## src/hdl/fepc_pkg.sv

```systemverilog
// shared constants and types for the flash erase/program controller
package fepc_pkg;

    // special-function register addresses
    localparam logic [7:0] ADDR_TIMING = 8'hAB;
    localparam logic [7:0] ADDR_ADDR_LOW = 8'hAC;
    localparam logic [7:0] ADDR_ADDR_HIGH = 8'hAD;
    localparam logic [7:0] ADDR_CONTROL = 8'hAE;
    localparam logic [7:0] ADDR_WDATA = 8'hAF;

    // control/status field positions
    localparam int CTL_ERASE_BIT = 0;
    localparam int CTL_WRITE_BIT = 1;
    localparam int CTL_CONTINUOUS_READ_EN_BIT = 4;
    localparam int CTL_WORD_PROG_BUSY_BIT = 6;
    localparam int CTL_BUSY_BIT = 7;

    // reset values
    localparam logic [7:0] RST_ADDR_LOW = 8'h00;
    localparam logic [7:0] RST_ADDR_HIGH = 8'h00;
    localparam logic [7:0] RST_WDATA = 8'h00;
    localparam logic [5:0] RST_TIMING = 6'h11;

    // flash trigger code the dma channel selects for this block
    localparam logic [4:0] DMA_DMA_TRIGGER_SELECT_FLASH = 5'h12;

    // one timing-generator tick lasts timing-field clocks:
    // 21000 / 16e9 seconds, i.e. 1312500000 fs
    localparam longint TICK_FS = 64'd1312500000;
    localparam longint ERASE_TIME_US = 64'd20000;
    localparam longint PROG_TIME_US = 64'd20;
    localparam longint TIMEOUT_TIME_US = 64'd40;
    localparam longint US_FS = 64'd1000000000;
    // least times round up, the longest wait rounds down
    localparam int ERASE_TICKS_DEF =
        int'((ERASE_TIME_US * US_FS + TICK_FS - 1) / TICK_FS);
    localparam int PROG_TICKS =
        int'((PROG_TIME_US * US_FS + TICK_FS - 1) / TICK_FS);
    localparam int TIMEOUT_TICKS =
        int'((TIMEOUT_TIME_US * US_FS) / TICK_FS);
    localparam int TCNT_W = 14;

    typedef enum logic [1:0] {
        ST_IDLE,
        ST_ERASE,
        ST_WAIT_DATA,
        ST_PROG
    } fepc_state_t;

    typedef struct packed {
        logic [7:0] addr;
        logic wr;
        logic rd;
        logic [7:0] wdata;
    } fepc_sfr_req_t;

    typedef struct packed {
        logic erase;
        logic [4:0] page;
        logic prog;
        logic [13:0] word_addr;
        logic [15:0] data;
        logic cont_read;
    } fepc_flash_cmd_t;

endpackage : fepc_pkg

```

## src/hdl/fepc_timing_gen.sv

```systemverilog
// timing generator: one tick every timing-field clocks while running
`timescale 1ns/1ps
module fepc_timing_gen (
    input wire logic ref_clk_in,
    input wire logic sys_rst_in,
    input wire logic run_in,
    input wire logic [5:0] timing_in,
    output logic tick_out
);
    import fepc_pkg::*;

    typedef struct packed {
        logic [5:0] cnt;
        logic tick;
    } fepc_tg_t;

    fepc_tg_t st_reg;
    fepc_tg_t st_next;

    always_comb begin
        st_next = st_reg;
        st_next.tick = 1'b0;
        if (!run_in) begin
            st_next.cnt = 6'h00;
        // a zero field is taken as one so the generator never stalls
        end else if (st_reg.cnt + 6'h01 >= timing_in) begin
            st_next.cnt = 6'h00;
            st_next.tick = 1'b1;
        end else begin
            st_next.cnt = st_reg.cnt + 6'h01;
        end
    end

    always_ff @(posedge ref_clk_in or posedge sys_rst_in) begin
        if (sys_rst_in) begin
            st_reg <= '0;
        end else begin
            st_reg <= st_next;
        end
    end

    assign tick_out = st_reg.tick;

endmodule : fepc_timing_gen

```

## src/hdl/fepc_ctrl.sv

```systemverilog
// flash erase/program controller: sfr registers, sequencer, dma requests
//
// Functional notes
// - after page erase the flash array holds all ones in that page
// - erase command erases the page in address-high bits 5:1
// - erase and program set together: erase first, then program
// - control bit 7 reads busy during any write or erase
// - page erase lasts about 20 ms
// - instruction fetch from flash stalls until the operation ends
// - program command raises the first dma request
// - further dma request whenever write-data can take a byte
// - timing generator uses 6-bit timing field set by software
// - timing field resets to 0x11
// - bit 6 set after two bytes, held during word programming
// - control bit 4 is continuous read enable, reset 0
// - writing 1 to bit 1 starts programming, reads 0
// - writing 1 to bit 0 starts page erase, reads 0
// - command bits are 0 after return from deep low power
// - each byte pair written starts one word programming
// - address-high bits 5:0 are read/write, reset zero
// - first byte is low byte, second is high byte of the word
// - 512 words per page, word chosen by high bit 0 and low byte
// - word not supplied within 40 us abandons write, keeps address
// - address-low register is 8 bits read/write, reset zero
`timescale 1ns/1ps
module fepc_ctrl #(
    parameter int unsigned ERASE_TICKS = fepc_pkg::ERASE_TICKS_DEF
) (
    input wire logic ref_clk_in,
    input wire logic sys_rst_in,
    input fepc_pkg::fepc_sfr_req_t sfr_req_in,
    input wire logic exec_from_flash_in,
    input wire logic pm_wake_in,
    output logic [7:0] sfr_rdata_out,
    output fepc_pkg::fepc_flash_cmd_t flash_cmd_out,
    output logic dma_req_out,
    output logic cpu_stall_out
);
    import fepc_pkg::*;

    typedef struct packed {
        fepc_state_t state;
        logic [7:0] addr_low;
        logic [7:0] addr_high;
        logic [5:0] timing;
        logic cont_read;
        logic [7:0] wdata;
        logic [7:0] low_byte;
        logic have_low;
        logic pend_write;
        logic [TCNT_W-1:0] tick_cnt;
        logic dma_req;
        logic [7:0] rdata;
        logic erase;
        logic [4:0] page;
        logic prog;
        logic [15:0] prog_data;
        logic stall;
    } fepc_st_t;

    fepc_st_t st_reg;
    fepc_st_t st_next;
    logic tick;
    logic busy;
    logic swbusy;
    logic wr_ctl;
    logic wr_data;
    logic [13:0] word_addr;

    function automatic logic hit(input logic [7:0] a, input logic [7:0] r);
        hit = (a == r);
    endfunction : hit

    assign busy = (st_reg.state != ST_IDLE);
    assign swbusy = (st_reg.state == ST_PROG);
    assign wr_ctl = sfr_req_in.wr && hit(sfr_req_in.addr, ADDR_CONTROL);
    assign wr_data = sfr_req_in.wr && hit(sfr_req_in.addr, ADDR_WDATA);
    assign word_addr = {st_reg.addr_high[5:0], st_reg.addr_low};

    fepc_timing_gen u_timing (
        .ref_clk_in(ref_clk_in),
        .sys_rst_in(sys_rst_in),
        .run_in(busy),
        .timing_in(st_reg.timing),
        .tick_out(tick)
    );

    always_comb begin
        st_next = st_reg;
        st_next.dma_req = 1'b0;

        // read port: command and unused bits read zero; address-high bits 7:6 read back as written
        if (sfr_req_in.rd) begin
            if (hit(sfr_req_in.addr, ADDR_CONTROL)) begin
                st_next.rdata = 8'h00;
                st_next.rdata[CTL_BUSY_BIT] = busy;
                st_next.rdata[CTL_WORD_PROG_BUSY_BIT] = swbusy;
                st_next.rdata[CTL_CONTINUOUS_READ_EN_BIT] = st_reg.cont_read;
            end else if (hit(sfr_req_in.addr, ADDR_ADDR_HIGH)) begin
                st_next.rdata = st_reg.addr_high;
            end else if (hit(sfr_req_in.addr, ADDR_ADDR_LOW)) begin
                st_next.rdata = st_reg.addr_low;
            end else if (hit(sfr_req_in.addr, ADDR_WDATA)) begin
                st_next.rdata = st_reg.wdata;
            end else if (hit(sfr_req_in.addr, ADDR_TIMING)) begin
                st_next.rdata = {2'b00, st_reg.timing};
            end else begin
                st_next.rdata = 8'h00;
            end
        end

        // plain register writes; the sequencer may override the address
        if (sfr_req_in.wr) begin
            if (hit(sfr_req_in.addr, ADDR_ADDR_HIGH)) begin
                st_next.addr_high = sfr_req_in.wdata;
            end
            if (hit(sfr_req_in.addr, ADDR_ADDR_LOW)) begin
                st_next.addr_low = sfr_req_in.wdata;
            end
            if (hit(sfr_req_in.addr, ADDR_TIMING)) begin
                st_next.timing = sfr_req_in.wdata[5:0];
            end
            if (wr_ctl) begin
                st_next.cont_read =
                    sfr_req_in.wdata[CTL_CONTINUOUS_READ_EN_BIT];
            end
        end
        // a write-data write that arrives during word programming is dropped by the hardware
        if (wr_data && !swbusy) begin
            st_next.wdata = sfr_req_in.wdata;
        end

        if (tick) begin
            st_next.tick_cnt = st_reg.tick_cnt + TCNT_W'(1);
        end

        case (st_reg.state)
            ST_IDLE: begin
                st_next.tick_cnt = '0;
                st_next.have_low = 1'b0;
                if (wr_ctl && sfr_req_in.wdata[CTL_ERASE_BIT]) begin
                    // page latched now; later address writes do not move it
                    st_next.state = ST_ERASE;
                    st_next.page = st_reg.addr_high[5:1];
                    st_next.erase = 1'b1;
                    st_next.pend_write =
                        sfr_req_in.wdata[CTL_WRITE_BIT];
                end else if (wr_ctl && sfr_req_in.wdata[CTL_WRITE_BIT]) begin
                    st_next.state = ST_WAIT_DATA;
                    st_next.dma_req = 1'b1;
                end
            end
            ST_ERASE: begin
                if (tick && st_reg.tick_cnt ==
                        TCNT_W'(ERASE_TICKS - 1)) begin
                    st_next.erase = 1'b0;
                    st_next.tick_cnt = '0;
                    st_next.pend_write = 1'b0;
                    if (st_reg.pend_write) begin
                        st_next.state = ST_WAIT_DATA;
                        st_next.dma_req = 1'b1;
                    end else begin
                        st_next.state = ST_IDLE;
                    end
                end
            end
            ST_WAIT_DATA: begin
                if (wr_data && !st_reg.have_low) begin
                    st_next.low_byte = sfr_req_in.wdata;
                    st_next.have_low = 1'b1;
                    st_next.dma_req = 1'b1;
                end else if (wr_data) begin
                    st_next.prog_data =
                        {sfr_req_in.wdata, st_reg.low_byte};
                    st_next.have_low = 1'b0;
                    st_next.prog = 1'b1;
                    st_next.state = ST_PROG;
                    st_next.tick_cnt = '0;
                end else if (tick && st_reg.tick_cnt ==
                        TCNT_W'(TIMEOUT_TICKS - 1)) begin
                    // abandon: address registers still name the failed word
                    st_next.state = ST_IDLE;
                    st_next.have_low = 1'b0;
                end
            end
            ST_PROG: begin
                if (tick && st_reg.tick_cnt ==
                        TCNT_W'(PROG_TICKS - 1)) begin
                    st_next.prog = 1'b0;
                    {st_next.addr_high[5:0], st_next.addr_low} =
                        word_addr + 14'h0001;
                    st_next.state = ST_WAIT_DATA;
                    st_next.tick_cnt = '0;
                    st_next.dma_req = 1'b1;
                end
            end
            default: begin
                st_next.state = ST_IDLE;
            end
        endcase

        // leaving deep low power drops any queued command
        if (pm_wake_in) begin
            st_next.pend_write = 1'b0;
        end

        // fetch from flash waits for the controller to go idle
        st_next.stall = exec_from_flash_in &&
            (st_next.state != ST_IDLE);
    end

    always_ff @(posedge ref_clk_in or posedge sys_rst_in) begin
        if (sys_rst_in) begin
            st_reg <= '0;
            st_reg.state <= ST_IDLE;
            st_reg.addr_low <= RST_ADDR_LOW;
            st_reg.addr_high <= RST_ADDR_HIGH;
            st_reg.wdata <= RST_WDATA;
            st_reg.timing <= RST_TIMING;
        end else begin
            st_reg <= st_next;
        end
    end

    assign sfr_rdata_out = st_reg.rdata;
    assign dma_req_out = st_reg.dma_req;
    assign cpu_stall_out = st_reg.stall;
    assign flash_cmd_out = '{erase: st_reg.erase, page: st_reg.page,
        prog: st_reg.prog, word_addr: word_addr,
        data: st_reg.prog_data, cont_read: st_reg.cont_read};
endmodule : fepc_ctrl

```

## config.mk

```make
export PLATFORM = sky130hd
export DESIGN_NAME = fepc_ctrl
export DESIGN_NICKNAME = d
export VERILOG_FILES = /design/src/hdl/fepc_pkg.sv /design/src/hdl/fepc_timing_gen.sv /design/src/hdl/fepc_ctrl.sv
export SDC_FILE = /design/constraint.sdc
export NUM_CORES = 1
export LEC_CHECK = 0
export BUFFER_PORTS_ARGS = -buffer_cell sky130_fd_sc_hd__buf_4
export CORE_UTILIZATION = 60
export DETAILED_ROUTE_END_ITERATION = 10
export HOLD_SLACK_MARGIN = 0.08
export PLACE_DENSITY_LB_ADDON = 0.08
export SLEW_MARGIN = 10
export SYNTH_ARGS = -nofsm -noshare
export SYNTH_HDL_FRONTEND = slang
export SYNTH_SLANG_ARGS = --single-unit
```

## constraint.sdc

```tcl
create_clock -name ref_clk_in -period 8.1 [get_ports ref_clk_in]
set_input_delay 0.405 -clock ref_clk_in [delete_from_list [all_inputs] [get_ports ref_clk_in]]
set_output_delay 0.405 -clock ref_clk_in [all_outputs]
set_load 0.1 [all_outputs]
```

Word-level counts from Yosys, hierarchy flattened
Cells that the tools add are included.
Cells by class
  reductions and logical operators: 29
  add/subtract/negate cells: 3
  shifts and indexed selects: 0
  magnitude comparators: 1
  equal/unequal tests: 19
  divide/modulo/power cells: 0
  bitwise operators: 1
  mux-type cells: 50
  multiply operators: 0
Operators by type and width (count)
  case mux 15 bit (4 select lines): 1
  2-to-1 mux 8 bit: 7
  2-to-1 mux 14 bit: 3
  2-to-1 mux 6 bit: 7
  equality test 8 bit (second input constant): 5
  2-to-1 mux 17 bit: 2
  adder 14 x 1 -> 14 bit (second input constant): 2
  2-to-1 mux 23 bit: 1
  2-to-1 mux 16 bit: 1
  2-to-1 mux 15 bit: 1
  equality test 14 bit (second input constant): 1
  equality test 14 x 4 -> 1 bit (second input constant): 1
  equality test 14 x 5 -> 1 bit (second input constant): 1
  2-to-1 mux 1 bit: 14
  2-to-1 mux 2 bit: 7
  AND reduction 2 bit: 6
  logical AND 1 bit: 10
  2-to-1 mux 10 bit: 1
  nonzero test 2 bit: 5
  AND reduction 3 bit: 3
  inequality test 2 bit (second input constant): 4
  case mux 1 bit (2 select lines): 4
  case mux 2 bit (4 select lines): 1
  adder 6 x 1 -> 6 bit (second input constant): 1
  11 further kinds: 14
Storage, ports and cells
  memory bits (writable): 0
  bits of input ports: 22
  register bits: 97
  output and inout bits: 48
  logic and storage cells: 123
  bits in read-only memories: 0
  memories kept: 0
  bits in latches: 0

Longest topological paths before layout
Gate-level depths: netlist of run 1.
  word-level depth: 8
  depth in mapped cells: 8
  gate-level depth less buffers: 8

Modules after synthesis
From an unflattened synthesis of run 1, not the netlist that was laid out.
Second synthesis, totals
  cells, all modules: 500
  area total of the unflattened synthesis: 5358.9 µm²
Modules (own cells, without submodules)
  fepc_ctrl: cells each 455, area an instance 4899.7 µm², times used 1, seq. area each 2254.7 µm²
  fepc_timing_gen: cells each 45, area an instance 459.2 µm², times used 1, seq. area each 175.2 µm²

Least setup slack after synthesis of run 1
No wires, ideal clock.
  path kind: reg-to-reg
  start: reg st_reg[43] (netlist bit)
  end: reg st_reg, in the netlist flash_cmd_out[24]
  path slack: 5.870 ns
  clock period less this slack: 2.230 ns
  setup time: 0.120 ns
  data arrival time: 2.110 ns
  cell stages (with the launch flop): 7
  data required time: 7.980 ns
  path buffers: 1
  cells stage by stage: dfrtp_1 -> or4_4 -> buf_6 -> or4_4 -> a311o_1 -> a21oi_1 -> nor2_1
RTL lines
  start: declaration: RTL line fepc_ctrl.sv:61  | fepc_st_t st_reg;
  start signal: assignment: RTL line fepc_ctrl.sv:221  | st_reg <= st_next;

==> run_results.csv, run 1 <==
group,metric,value,unit
outcome,status,"finished, violations left",
outcome,violations,"DRC",
flow_run,cap_viol_max_count,0,
synth,syn-num-nets,545,
power,power,1.594,mW
placement,finalWeightedCongestion,0.9193,
synth,synth_cells,512,
timing,finalHoldViolCount,0,
hold_path,hold_class,"input port to register",
synth,synth_edf_count,0,
clock_tree,cts_buffers,9,
synth,synth_seq_cells,97,
power,irDropWorstVdd,0.1329,mV
critical_path,crit_buf_inv,0,
clock_tree,cts_sinks,97,
clock_tree,cts_resized,0,
clock_tree,clockBufferDepth,2,
floorplan,die_h,95.07,um
layout,multi_input_area,0.002212,sq mm
clock_tree,clkTransAtPathRegs,0.09,ns
placement,port_buffers,69,
floorplan,dieArea,0.009038,sq mm
floorplan,num_rows,33,
timing,min_period_over_period,30.57,%
routing,routedWlPerCell,17.99,um
synth,synthFlopType,"dfrtp_1",
global_route,grt_pass1_vias,3661,
critical_path,path_delay_family,"simple AND/OR/NAND/NOR gates",
timing,finalSetupTns,0,ns
floorplan,io_pins,70,
timing,layout_min_cycle_time,2.476,ns
synth,syn_area,0.005197,sq mm
synth,synth-simple-area-share,17.26,%
clock_tree,clk_latency,0.36,ns
synth,yosysSeqAreaShare,46.75,%
critical_path,worstPathArrival,2.70,ns
clock_tree,cts_tree,"yes",
routing,drt_first_pass_iters,8,
clock_tree,ctsHtreeMaxLevel,3,
global_route,grt_max_degree,61,
critical_path,slowest_delay,0.62,ns
routing,wl,11500,um
synth,synth_cell_type_count,60,
global_route,grt_pass1_wl,18380,um
global_route,antenna_found_initial,0,
synth,async_reset_ff_share,100.0,%
layout,final_area,0.005613,sq mm
layout,fillerInstances,675,
floorplan,core_region_area,0.008299,sq mm
critical_path,path_class,"register to register",
timing,rsz0062_at_grt,"no",
layout,finalNetCount,562,
floorplan,initial_core_util,62.63,%
layout,regArea,0.002430,sq mm
timing,report.final.setup_viol,0,
layout,layout-drive-gt1-share,26.40,%
global_route,grt.overflow.total,0,
synth,synth_area_per_cell,10.15,sq um
critical_path,cp_max_fo,14,
layout,largest_reg_flops,42,
critical_path,crit_path_top_delay_cell,"a31oi_2",
synth,synth-xor-area-share,2.865,%
synth,synthMuxAreaShare,8.907,%
synth,synth_fa_ha_area_share,2.648,%
power,power_density,284.0,mW/mm^2
critical_path,critPathLaunchType,"register",
synth,ys_warn_count,0,
timing,finClkSkew,0.01144,ns
timing,relSlewSlack,49.78,%
synth,synth_compound_area_share,10.88,%
routing,vias_per_cell,5.984,
power,leakagePower,2.648,nW
timing,fmax,0.4038,GHz
synth,synth_top_family_by_area,"simple AND/OR/NAND/NOR gates",
timing,slew_viol_final,0,
layout,antennaDiodeCount,0,
critical_path,crit_chain,"ha_1 > nand4_1 > nor4_4 > nand2_1 > a31oi_2 > nor2_1",
clock_tree,cts-root-buf,"clkbuf_8",
critical_path,worst_setup_path_end_kind,"register",
layout,syn_to_final_growth,7.992,%
timing,worst_pin_slew,0.7505,ns
routing,drc_errors,1,
critical_path,cp.required,8.32,ns
placement,dpl_cell_area,0.005414,sq mm
routing,drt_iter0_drc,321,
routing,vias,3824,
placement,hpwlAfterDp,8424,um
global_route,grt_use_total,27.27,%
floorplan,die-width,95.07,um
routing,detail-route-antenna-nets,0,
-- final cells by class --
| class | instances | area share [%] |
|---|---|---|
| flip-flops and latches | 97 | 43.29 |
| multi-input cells | 322 | 39.41 |
| repair buffers | 73 | 9.808 |
| clock buffers | 10 | 2.452 |
| well taps | 105 | 2.341 |
| inverters | 26 | 1.783 |
| clock inverters | 6 | 0.9140 |
-- kinds of logic (layout without fill, tap and decap cells) --
| group | Yosys count | in the layout |
|---|---|---|
| XOR/XNOR | 17 | 17 |
| multiplexers | 42 | 42 |
| AO/OA/AOI/OAI | 86 | 86 |
| AND/OR/NAND/NOR | 166 | 166 |
| flip-flops | 97 | 97 |
| adder cells (fa/ha/maj) | 11 | 11 |
| buffers and inverters | 93 | 115 |
-- synth_stat cells, types with 5 or more instances --
| cell | number | area [sq um] |
|---|---|---|
| clkbuf_1 | 13 | 48.80 |
| xnor2_1 | 9 | 78.83 |
| a221oi_1 | 10 | 87.58 |
| nand3_1 | 19 | 95.09 |
| nor2_1 | 36 | 135.1 |
| o21ai_0 | 19 | 95.09 |
| mux2i_1 | 8 | 80.08 |
| a21oi_1 | 23 | 115.1 |
| nor3b_1 | 5 | 37.54 |
| ha_1 | 11 | 137.6 |
| or3_1 | 6 | 37.54 |
| nor3_1 | 6 | 30.03 |
| buf_4 | 46 | 345.3 |
| inv_1 | 26 | 97.59 |
| nand4_1 | 15 | 93.84 |
| o22ai_1 | 6 | 37.54 |
| and3_1 | 8 | 50.05 |
| xor2_1 | 8 | 70.07 |
| nand2_1 | 40 | 150.1 |
| dfrtp_1 | 95 | 2377 |
| mux2_2 | 34 | 382.9 |
-- metrics by stage --
step,worst slack [ns],hold slack [ns],instances,util [%]
6_report,5.624,0.1882,639,67.63
3_3_place_gp,5.722,0.4598,622,65.23
3_5_place_dp,5.659,0.4606,622,65.23
2_1_floorplan,5.165,0.4444,512,-
5_1_grt,5.434,0.1710,639,67.63
4_1_cts,5.638,0.1800,639,67.63
-- layout by cell type (no fill, tap or decap), types with 5 or more instances in the layout --
cell type / n
nand3_1: 19
clkbuf_8: 10
dfrtp_1: 95
a221oi_1: 10
nor3b_1: 5
or3_1: 6
xnor2_1: 9
mux2i_1: 8
o21ai_0: 19
nand2_1: 40
mux2_2: 34
buf_4: 72
and3_1: 8
xor2_1: 8
inv_1: 25
ha_1: 11
nor2_1: 36
a21oi_1: 23
nand4_1: 15
o22ai_1: 6
nor3_1: 6
-- layer usage --
layer	routed length, um	GRT usage [%]	vias to the layer above
li1	-	-	1797
met1	5150	38.09	1842
met4	251	10.10	0
met2	5289	42.08	162
met5	0	0	-
met3	806	5.343	23
-- worst paths after layout --
path                                                  to  slack (ns)  cells past startpoint              startpoint
setup / recovery                    st_reg[40]$_DFF_PP0_        5.62                      6    st_reg[33]$_DFF_PP0_
max in group asynchronous         st_reg[59]$_DFFE_PP0P_        6.36                      4              sys_rst_in
setup reg to reg                    st_reg[40]$_DFF_PP0_        5.62                      6    st_reg[33]$_DFF_PP0_
hold reg to reg                   st_reg[50]$_DFFE_PP0P_        0.48                      2  st_reg[50]$_DFFE_PP0P_
hold / removal                    st_reg[47]$_DFFE_PP0P_        0.19                      2              pm_wake_in
min in group asynchronous  flash_cmd_out[37]$_DFFE_PP0P_        0.61                      3              sys_rst_in
-- report_power, final --
group	total, mW	internal (mW)	switching [mW]
Sequential	0.674	0.554	0.120
Combinational	0.617	0.154	0.463
Clock	0.303	0.124	0.179
Total	1.59	0.832	0.762
-- repair_timing --
action,CTS,global route
setup buffers,0,0
hold buffers,1,0
hold endpoints to repair,37,0
(Power assumes the default switching activity.)
==> inputs of run 2 (changes only) <==
CORE_UTILIZATION = 58   (was 60)
clock period = 2.33 ns   (was 8.1 ns; I/O delays follow)
==> run 2 against run 1 <==
Effect of this change: setup slack got worse by 5.5 ns; combinational power rose to 3.8 times the previous value; the flow now finishes without violations; utilization rose by 0.45 points; highest routed layer unchanged; sequential cell count did not move; via count rose by 4.2%; non-clock buffer count rose by 30; count of clock-buffer cells in the layout did not move.
==> run_results.csv, run 2 (synthesis gave the netlist of run 1 again) <==
group,metric,value,unit
timing,finalSetupTns,0,ns
critical_path,slowest_delay,0.59,ns
floorplan,die_h,96.67,um
floorplan,dieArea,0.009344,sq mm
timing,layout_min_cycle_time,2.215,ns
floorplan,die-width,96.67,um
power,combPwrFrac,40.4,%
floorplan,io_pins,70,
power,clkPwrFrac,19.7,%
layout,syn_to_final_growth,13.67,%
critical_path,path_class,"register to register",
global_route,antenna_found_initial,0,
layout,antennaDiodeCount,0,
global_route,grt_max_degree,41,
power,p_sw_share,46.45,%
timing,fin_ws,0.1154,ns
critical_path,crit_path_top_delay_cell,"or4_4",
timing,rsz0062_at_grt,"no",
global_route,grt.overflow.total,0,
timing,finClkSkew,0.01387,ns
placement,port_buffers,69,
layout,multi_input_area,0.002212,sq mm
routing,vias,3984,
clock_tree,clockBufferDepth,2,
global_route,grt_pass1_wl,20280,um
clock_tree,cts-root-buf,"clkbuf_8",
critical_path,crit_buf_inv,0,
routing,wl,12350,um
critical_path,path_delay_family,"simple AND/OR/NAND/NOR gates",
layout,largest_reg_flops,42,
placement,dp.cells,644,
power,p_switching,2.680,mW
clock_tree,clk_latency,0.37,ns
timing,min_period_over_period,95.05,%
clock_tree,ctsHtreeMaxLevel,3,
timing,relSlewSlack,52.16,%
power,irDropWorstVdd,0.8288,mV
clock_tree,clkTransAtPathRegs,0.10,ns
placement,dp_slack,0.1292,ns
flow_run,cap_viol_max_count,0,
power,p_int,3.089,mW
power,leakagePower,2.803,nW
critical_path,worstPathArrival,2.48,ns
global_route,grt_use_total,27.76,%
floorplan,core_region_area,0.008678,sq mm
power,power_density,976.4,mW/mm^2
layout,mostFrequentLayoutCell,"dfrtp_1",
critical_path,cp.required,2.59,ns
timing,worst_pin_slew,0.7161,ns
layout,final_cell_mix,"95 x dfrtp_1, 89 x buf_4, 40 x nand2_1",
placement,finalWeightedCongestion,0.9157,
global_route,grt_pass1_vias,3949,
power,power_frac_seq,39.9,%
clock_tree,cts_tree,"yes",
layout,finalNetCount,592,
critical_path,crit_top_cell,"or4_4",
clock_tree,cts_sinks,97,
outcome,status,"complete, no violations",
critical_path,crit_chain,"or4_4 > or4_4 > o21ai_2 > o21ai_1 > a21o_1",
layout,layout-drive-gt1-share,28.19,%
routing,routedWlPerCell,18.38,um
timing,slew_viol_final,0,
floorplan,num_rows,34,
clock_tree,cts_buffers,9,
floorplan,initial_core_util,59.89,%
layout,regArea,0.002430,sq mm
layout,stdcell_count,672,
critical_path,worst_setup_path_end_kind,"register",
placement,hpwlAfterDp,9036,um
hold_path,hold_class,"input port to register",
routing,detail-route-antenna-nets,0,
timing,fmax,0.4515,GHz
critical_path,cp_max_fo,6,
routing,vias_per_cell,5.929,
timing,finalHoldViolCount,0,
routing,drc_errors,0,
routing,drt_first_pass_iters,5,
routing,drt_iter0_drc,275,
critical_path,critPathLaunchType,"register",
layout,fillerInstances,709,
timing,report.final.setup_viol,0,
==> run 2: worst reg2reg max path: stages, from the launching register on <==
cell and delay (ns):
dfrtp_1 0.38, or4_4 0.59, or4_4 0.58, o21ai_2 0.27
o21ai_1 0.11, a21o_1 0.19
==> run 2: metal layers <==
layer	vias up	GRT usage, %	wire length, um
li1	1851	-	-
met1	1944	37.31	5401
met2	161	43.61	5886
met3	28	5.564	716
met4	0	12.63	345
met5	-	0	0
==> run 2: power groups by stage <==
stage | Clock, mW | Combinational, mW | Sequential (mW)
after floorplan | 0 | 1.94 | 2.23
after global placement | 0 | 2.28 | 2.31
after detailed placement | 0 | 2.31 | 2.32
after CTS | 1.16 | 2.34 | 2.29
after global routing | 1.22 | 2.50 | 2.34
final | 1.14 | 2.33 | 2.30
==> run 2: what timing repair did <==
action                                  in CTS  in global routing
endpoints found under the hold margin       62                  0
endpoints found under the setup margin       0                  0
gates resized for setup                      0                  0
setup buffers                                0                  0
hold buffers                                12                  0
==> run 2: area by class of cell <==
class / instances / area share (%)
clock buffers: 10 / 2.160
clock inverters: 6 / 1.249
inverters: 26 / 1.715
multi-input cells: 322 / 37.44
flip-flops and latches: 97 / 41.13
well taps: 108 / 2.287
repair buffers: 103 / 14.02
==> run 2: worst paths after layout <==
path                                            endpoint  slack (ns)  cells after the start              startpoint
max                          flash_cmd_out[22]$_DFF_PP0_        0.12                      5    st_reg[43]$_DFF_PP0_
min                         flash_cmd_out[0]$_DFFE_PP0P_        0.17                      3           sfr_req_in[9]
max reg2reg                  flash_cmd_out[22]$_DFF_PP0_        0.12                      5    st_reg[43]$_DFF_PP0_
min reg2reg                       st_reg[51]$_DFFE_PP0P_        0.48                      2  st_reg[51]$_DFFE_PP0P_
max in group asynchronous         st_reg[70]$_DFFE_PP1P_        1.08                      4              sys_rst_in
min in group asynchronous  flash_cmd_out[33]$_DFFE_PP0P_        0.42                      3              sys_rst_in
==> run 2: metrics by stage <==
stage	power (mW)	cell area, sq um	hold WS (ns)	utilization [%]
global placement	4.592	5587	0.2653	64.37
global route	6.052	5908	0.1712	68.08
floorplan	4.169	5201	0.1796	-
detailed placement	4.634	5587	0.2734	64.37
finish	5.769	5908	0.1742	68.08
CTS	5.785	5908	0.1533	68.08
==> inputs of run 3 (changes only) <==
CELL_PAD_IN_SITES_DETAIL_PLACEMENT = 1   (was not set)
CELL_PAD_IN_SITES_GLOBAL_PLACEMENT = 1   (was not set)
CORE_UTILIZATION = 45   (was 58)
==> run 3 against run 2 <==
Effect of this change: non-clock buffer count grew 2; register-to-register slack lost 0.02 ns; clock power grew 27%; count of clock-buffer cells in the layout increased by 5; setup slack lost 0.015 ns; die area is 28% higher; combinational power about the same; worst hold slack got worse by 0.0015 ns; clock skew down 0.0070 ns; sequential share of layout area fell by 1.0 points.
==> run_results.csv, run 3 (synthesis gave the netlist of run 1 again) <==
group,metric,value,unit
routing,detail-route-antenna-nets,0,
critical_path,path_class,"register to register",
placement,finalWeightedCongestion,0.8701,
timing,fmax,0.4484,GHz
critical_path,cp_max_fo,6,
critical_path,crit_path_top_delay_cell,"or4_4",
timing,min_period_over_period,95.70,%
routing,routedWlPerCell,19.64,um
placement,hpwlAfterDp,10290,um
critical_path,critPathLaunchType,"register",
floorplan,initial_core_util,47.12,%
layout,finalNetCount,594,
hold_path,hold_class,"input port to register",
placement,port_buffers,69,
critical_path,crit_buf_inv,0,
floorplan,num_rows,38,
layout,regArea,0.002430,sq mm
timing,hold_ws,0.1727,ns
critical_path,crit_top_cell,"or4_4",
timing,layout_min_cycle_time,2.230,ns
routing,vias_per_cell,5.642,
timing,fin_ws,0.1001,ns
timing,finalSetupTns,0,ns
power,power,6.121,mW
critical_path,slowest_delay,0.60,ns
power,irDropWorstVdd,1.401,mV
layout,layout-drive-gt1-share,28.09,%
routing,drc_errors,0,
placement,dp_slack,0.1251,ns
timing,slew_viol_final,0,
global_route,antenna_found_initial,0,
global_route,grt_pass1_wl,22100,um
floorplan,die-width,109.5,um
critical_path,worst_setup_path_end_kind,"register",
floorplan,die_h,109.5,um
routing,drt_first_pass_iters,4,
critical_path,path_delay_family,"simple AND/OR/NAND/NOR gates",
layout,largest_reg_flops,42,
placement,dp.cells,678,
layout,mostFrequentLayoutCell,"dfrtp_1",
clock_tree,clockBufferDepth,2,
critical_path,crit_start,"st_reg[43]$_DFF_PP0_",
placement,dpl_cell_area,0.005654,sq mm
clock_tree,ctsHtreeMaxLevel,3,
layout,multi_input_area,0.002212,sq mm
clock_tree,cts-root-buf,"clkbuf_16",
routing,wl,13860,um
timing,finClkSkew,0.006858,ns
timing,finalHoldViolCount,0,
global_route,grt.overflow.total,0,
power,power_density,1010,mW/mm^2
critical_path,r2r_slack,0.10,ns
layout,fillerInstances,1228,
timing,relSlewSlack,54.40,%
timing,report.final.setup_viol,0,
global_route,grt_pass1_vias,4109,
layout,antennaDiodeCount,0,
clock_tree,postCtsSetupBuffers,0,
layout,post-route-util,54.95,%
timing,worst_pin_slew,0.6825,ns
critical_path,ff2ff_path_depth,5,
clock_tree,cts_sinks,97,
hold_path,hold_depth,3,
floorplan,dieArea,0.01198,sq mm
layout,stdcell_count,706,
timing,rsz0062_at_grt,"no",
layout,final_area,0.006061,sq mm
floorplan,core_region_area,0.01103,sq mm
clock_tree,clk_latency,0.35,ns
clock_tree,clkTransAtPathRegs,0.07,ns
hold_path,holdPathEnd,"flash_cmd_out[0]$_DFFE_PP0P_",
hold_path,worstHoldStart,"sfr_req_in[9]",
global_route,grt_max_degree,45,
layout,final_cell_mix,"95 x dfrtp_1, 90 x buf_4, 40 x nand2_1",
clock_tree,cts_tree,"yes",
outcome,status,"complete, no violations",
critical_path,crit_chain,"or4_4 > or4_4 > o21ai_2 > o21ai_1 > a21o_1",
floorplan,io_pins,70,
routing,vias,3983,
critical_path,worstPathArrival,2.47,ns
power,leakagePower,2.859,nW
flow_run,cap_viol_max_count,0,
critical_path,cp.required,2.57,ns
critical_path,r2r-start,"st_reg[43]$_DFF_PP0_",
clock_tree,cts_buffers,9,
global_route,grt_use_total,25.23,%
critical_path,r2r_end,"flash_cmd_out[22]$_DFF_PP0_",
layout,syn_to_final_growth,16.61,%
routing,drt_iter0_drc,143,
run 3: area by class of cell:
class / count / share of cell area, %
flip-flops and latches: 97 / 40.09
multi-input cells: 322 / 36.50
repair buffers: 105 / 14.12
clock buffers: 15 / 4.583
well taps: 140 / 2.890
inverters: 26 / 1.672
clock inverters: 1 / 0.1445
run 3: how the worst max path moves through the flow:
stage	end	depth (start not counted)
final	flash_cmd_out[22]$_DFF_PP0_	5
after global routing	flash_cmd_out[29]$_DFF_PP0_	7
after CTS	flash_cmd_out[22]$_DFF_PP0_	5
after detailed placement	flash_cmd_out[22]$_DFF_PP0_	5
after global placement	flash_cmd_out[24]$_DFF_PP0_	5
after floorplan	flash_cmd_out[24]$_DFF_PP0_	6
run 3: worst register-to-register path: stages (launching register included):
cell	delay, ns
dfrtp_1	0.38
or4_4	0.60
or4_4	0.58
o21ai_2	0.26
o21ai_1	0.11
a21o_1	0.20
run 3: metal layers:
| layer | vias to the layer above | track usage [%] | routed length (um) |
|---|---|---|---|
| met5 | - | 0 | 0 |
| li1 | 1870 | - | - |
| met3 | 24 | 4.031 | 673 |
| met2 | 94 | 40.97 | 6853 |
| met1 | 1995 | 32.98 | 5969 |
| met4 | 0 | 12.00 | 367 |
run 3: what timing repair did:
item / in CTS / in global routing
hold buffers: 12 / 0
setup endpoints to repair: 0 / 0
gates resized for setup: 0 / 0
hold endpoints to repair: 56 / 0
run 3: power breakdown:
group,internal [mW],switching [mW]
clock,0.816,0.637
combinational,0.649,1.69
sequential,1.93,0.397
total,3.39,2.73
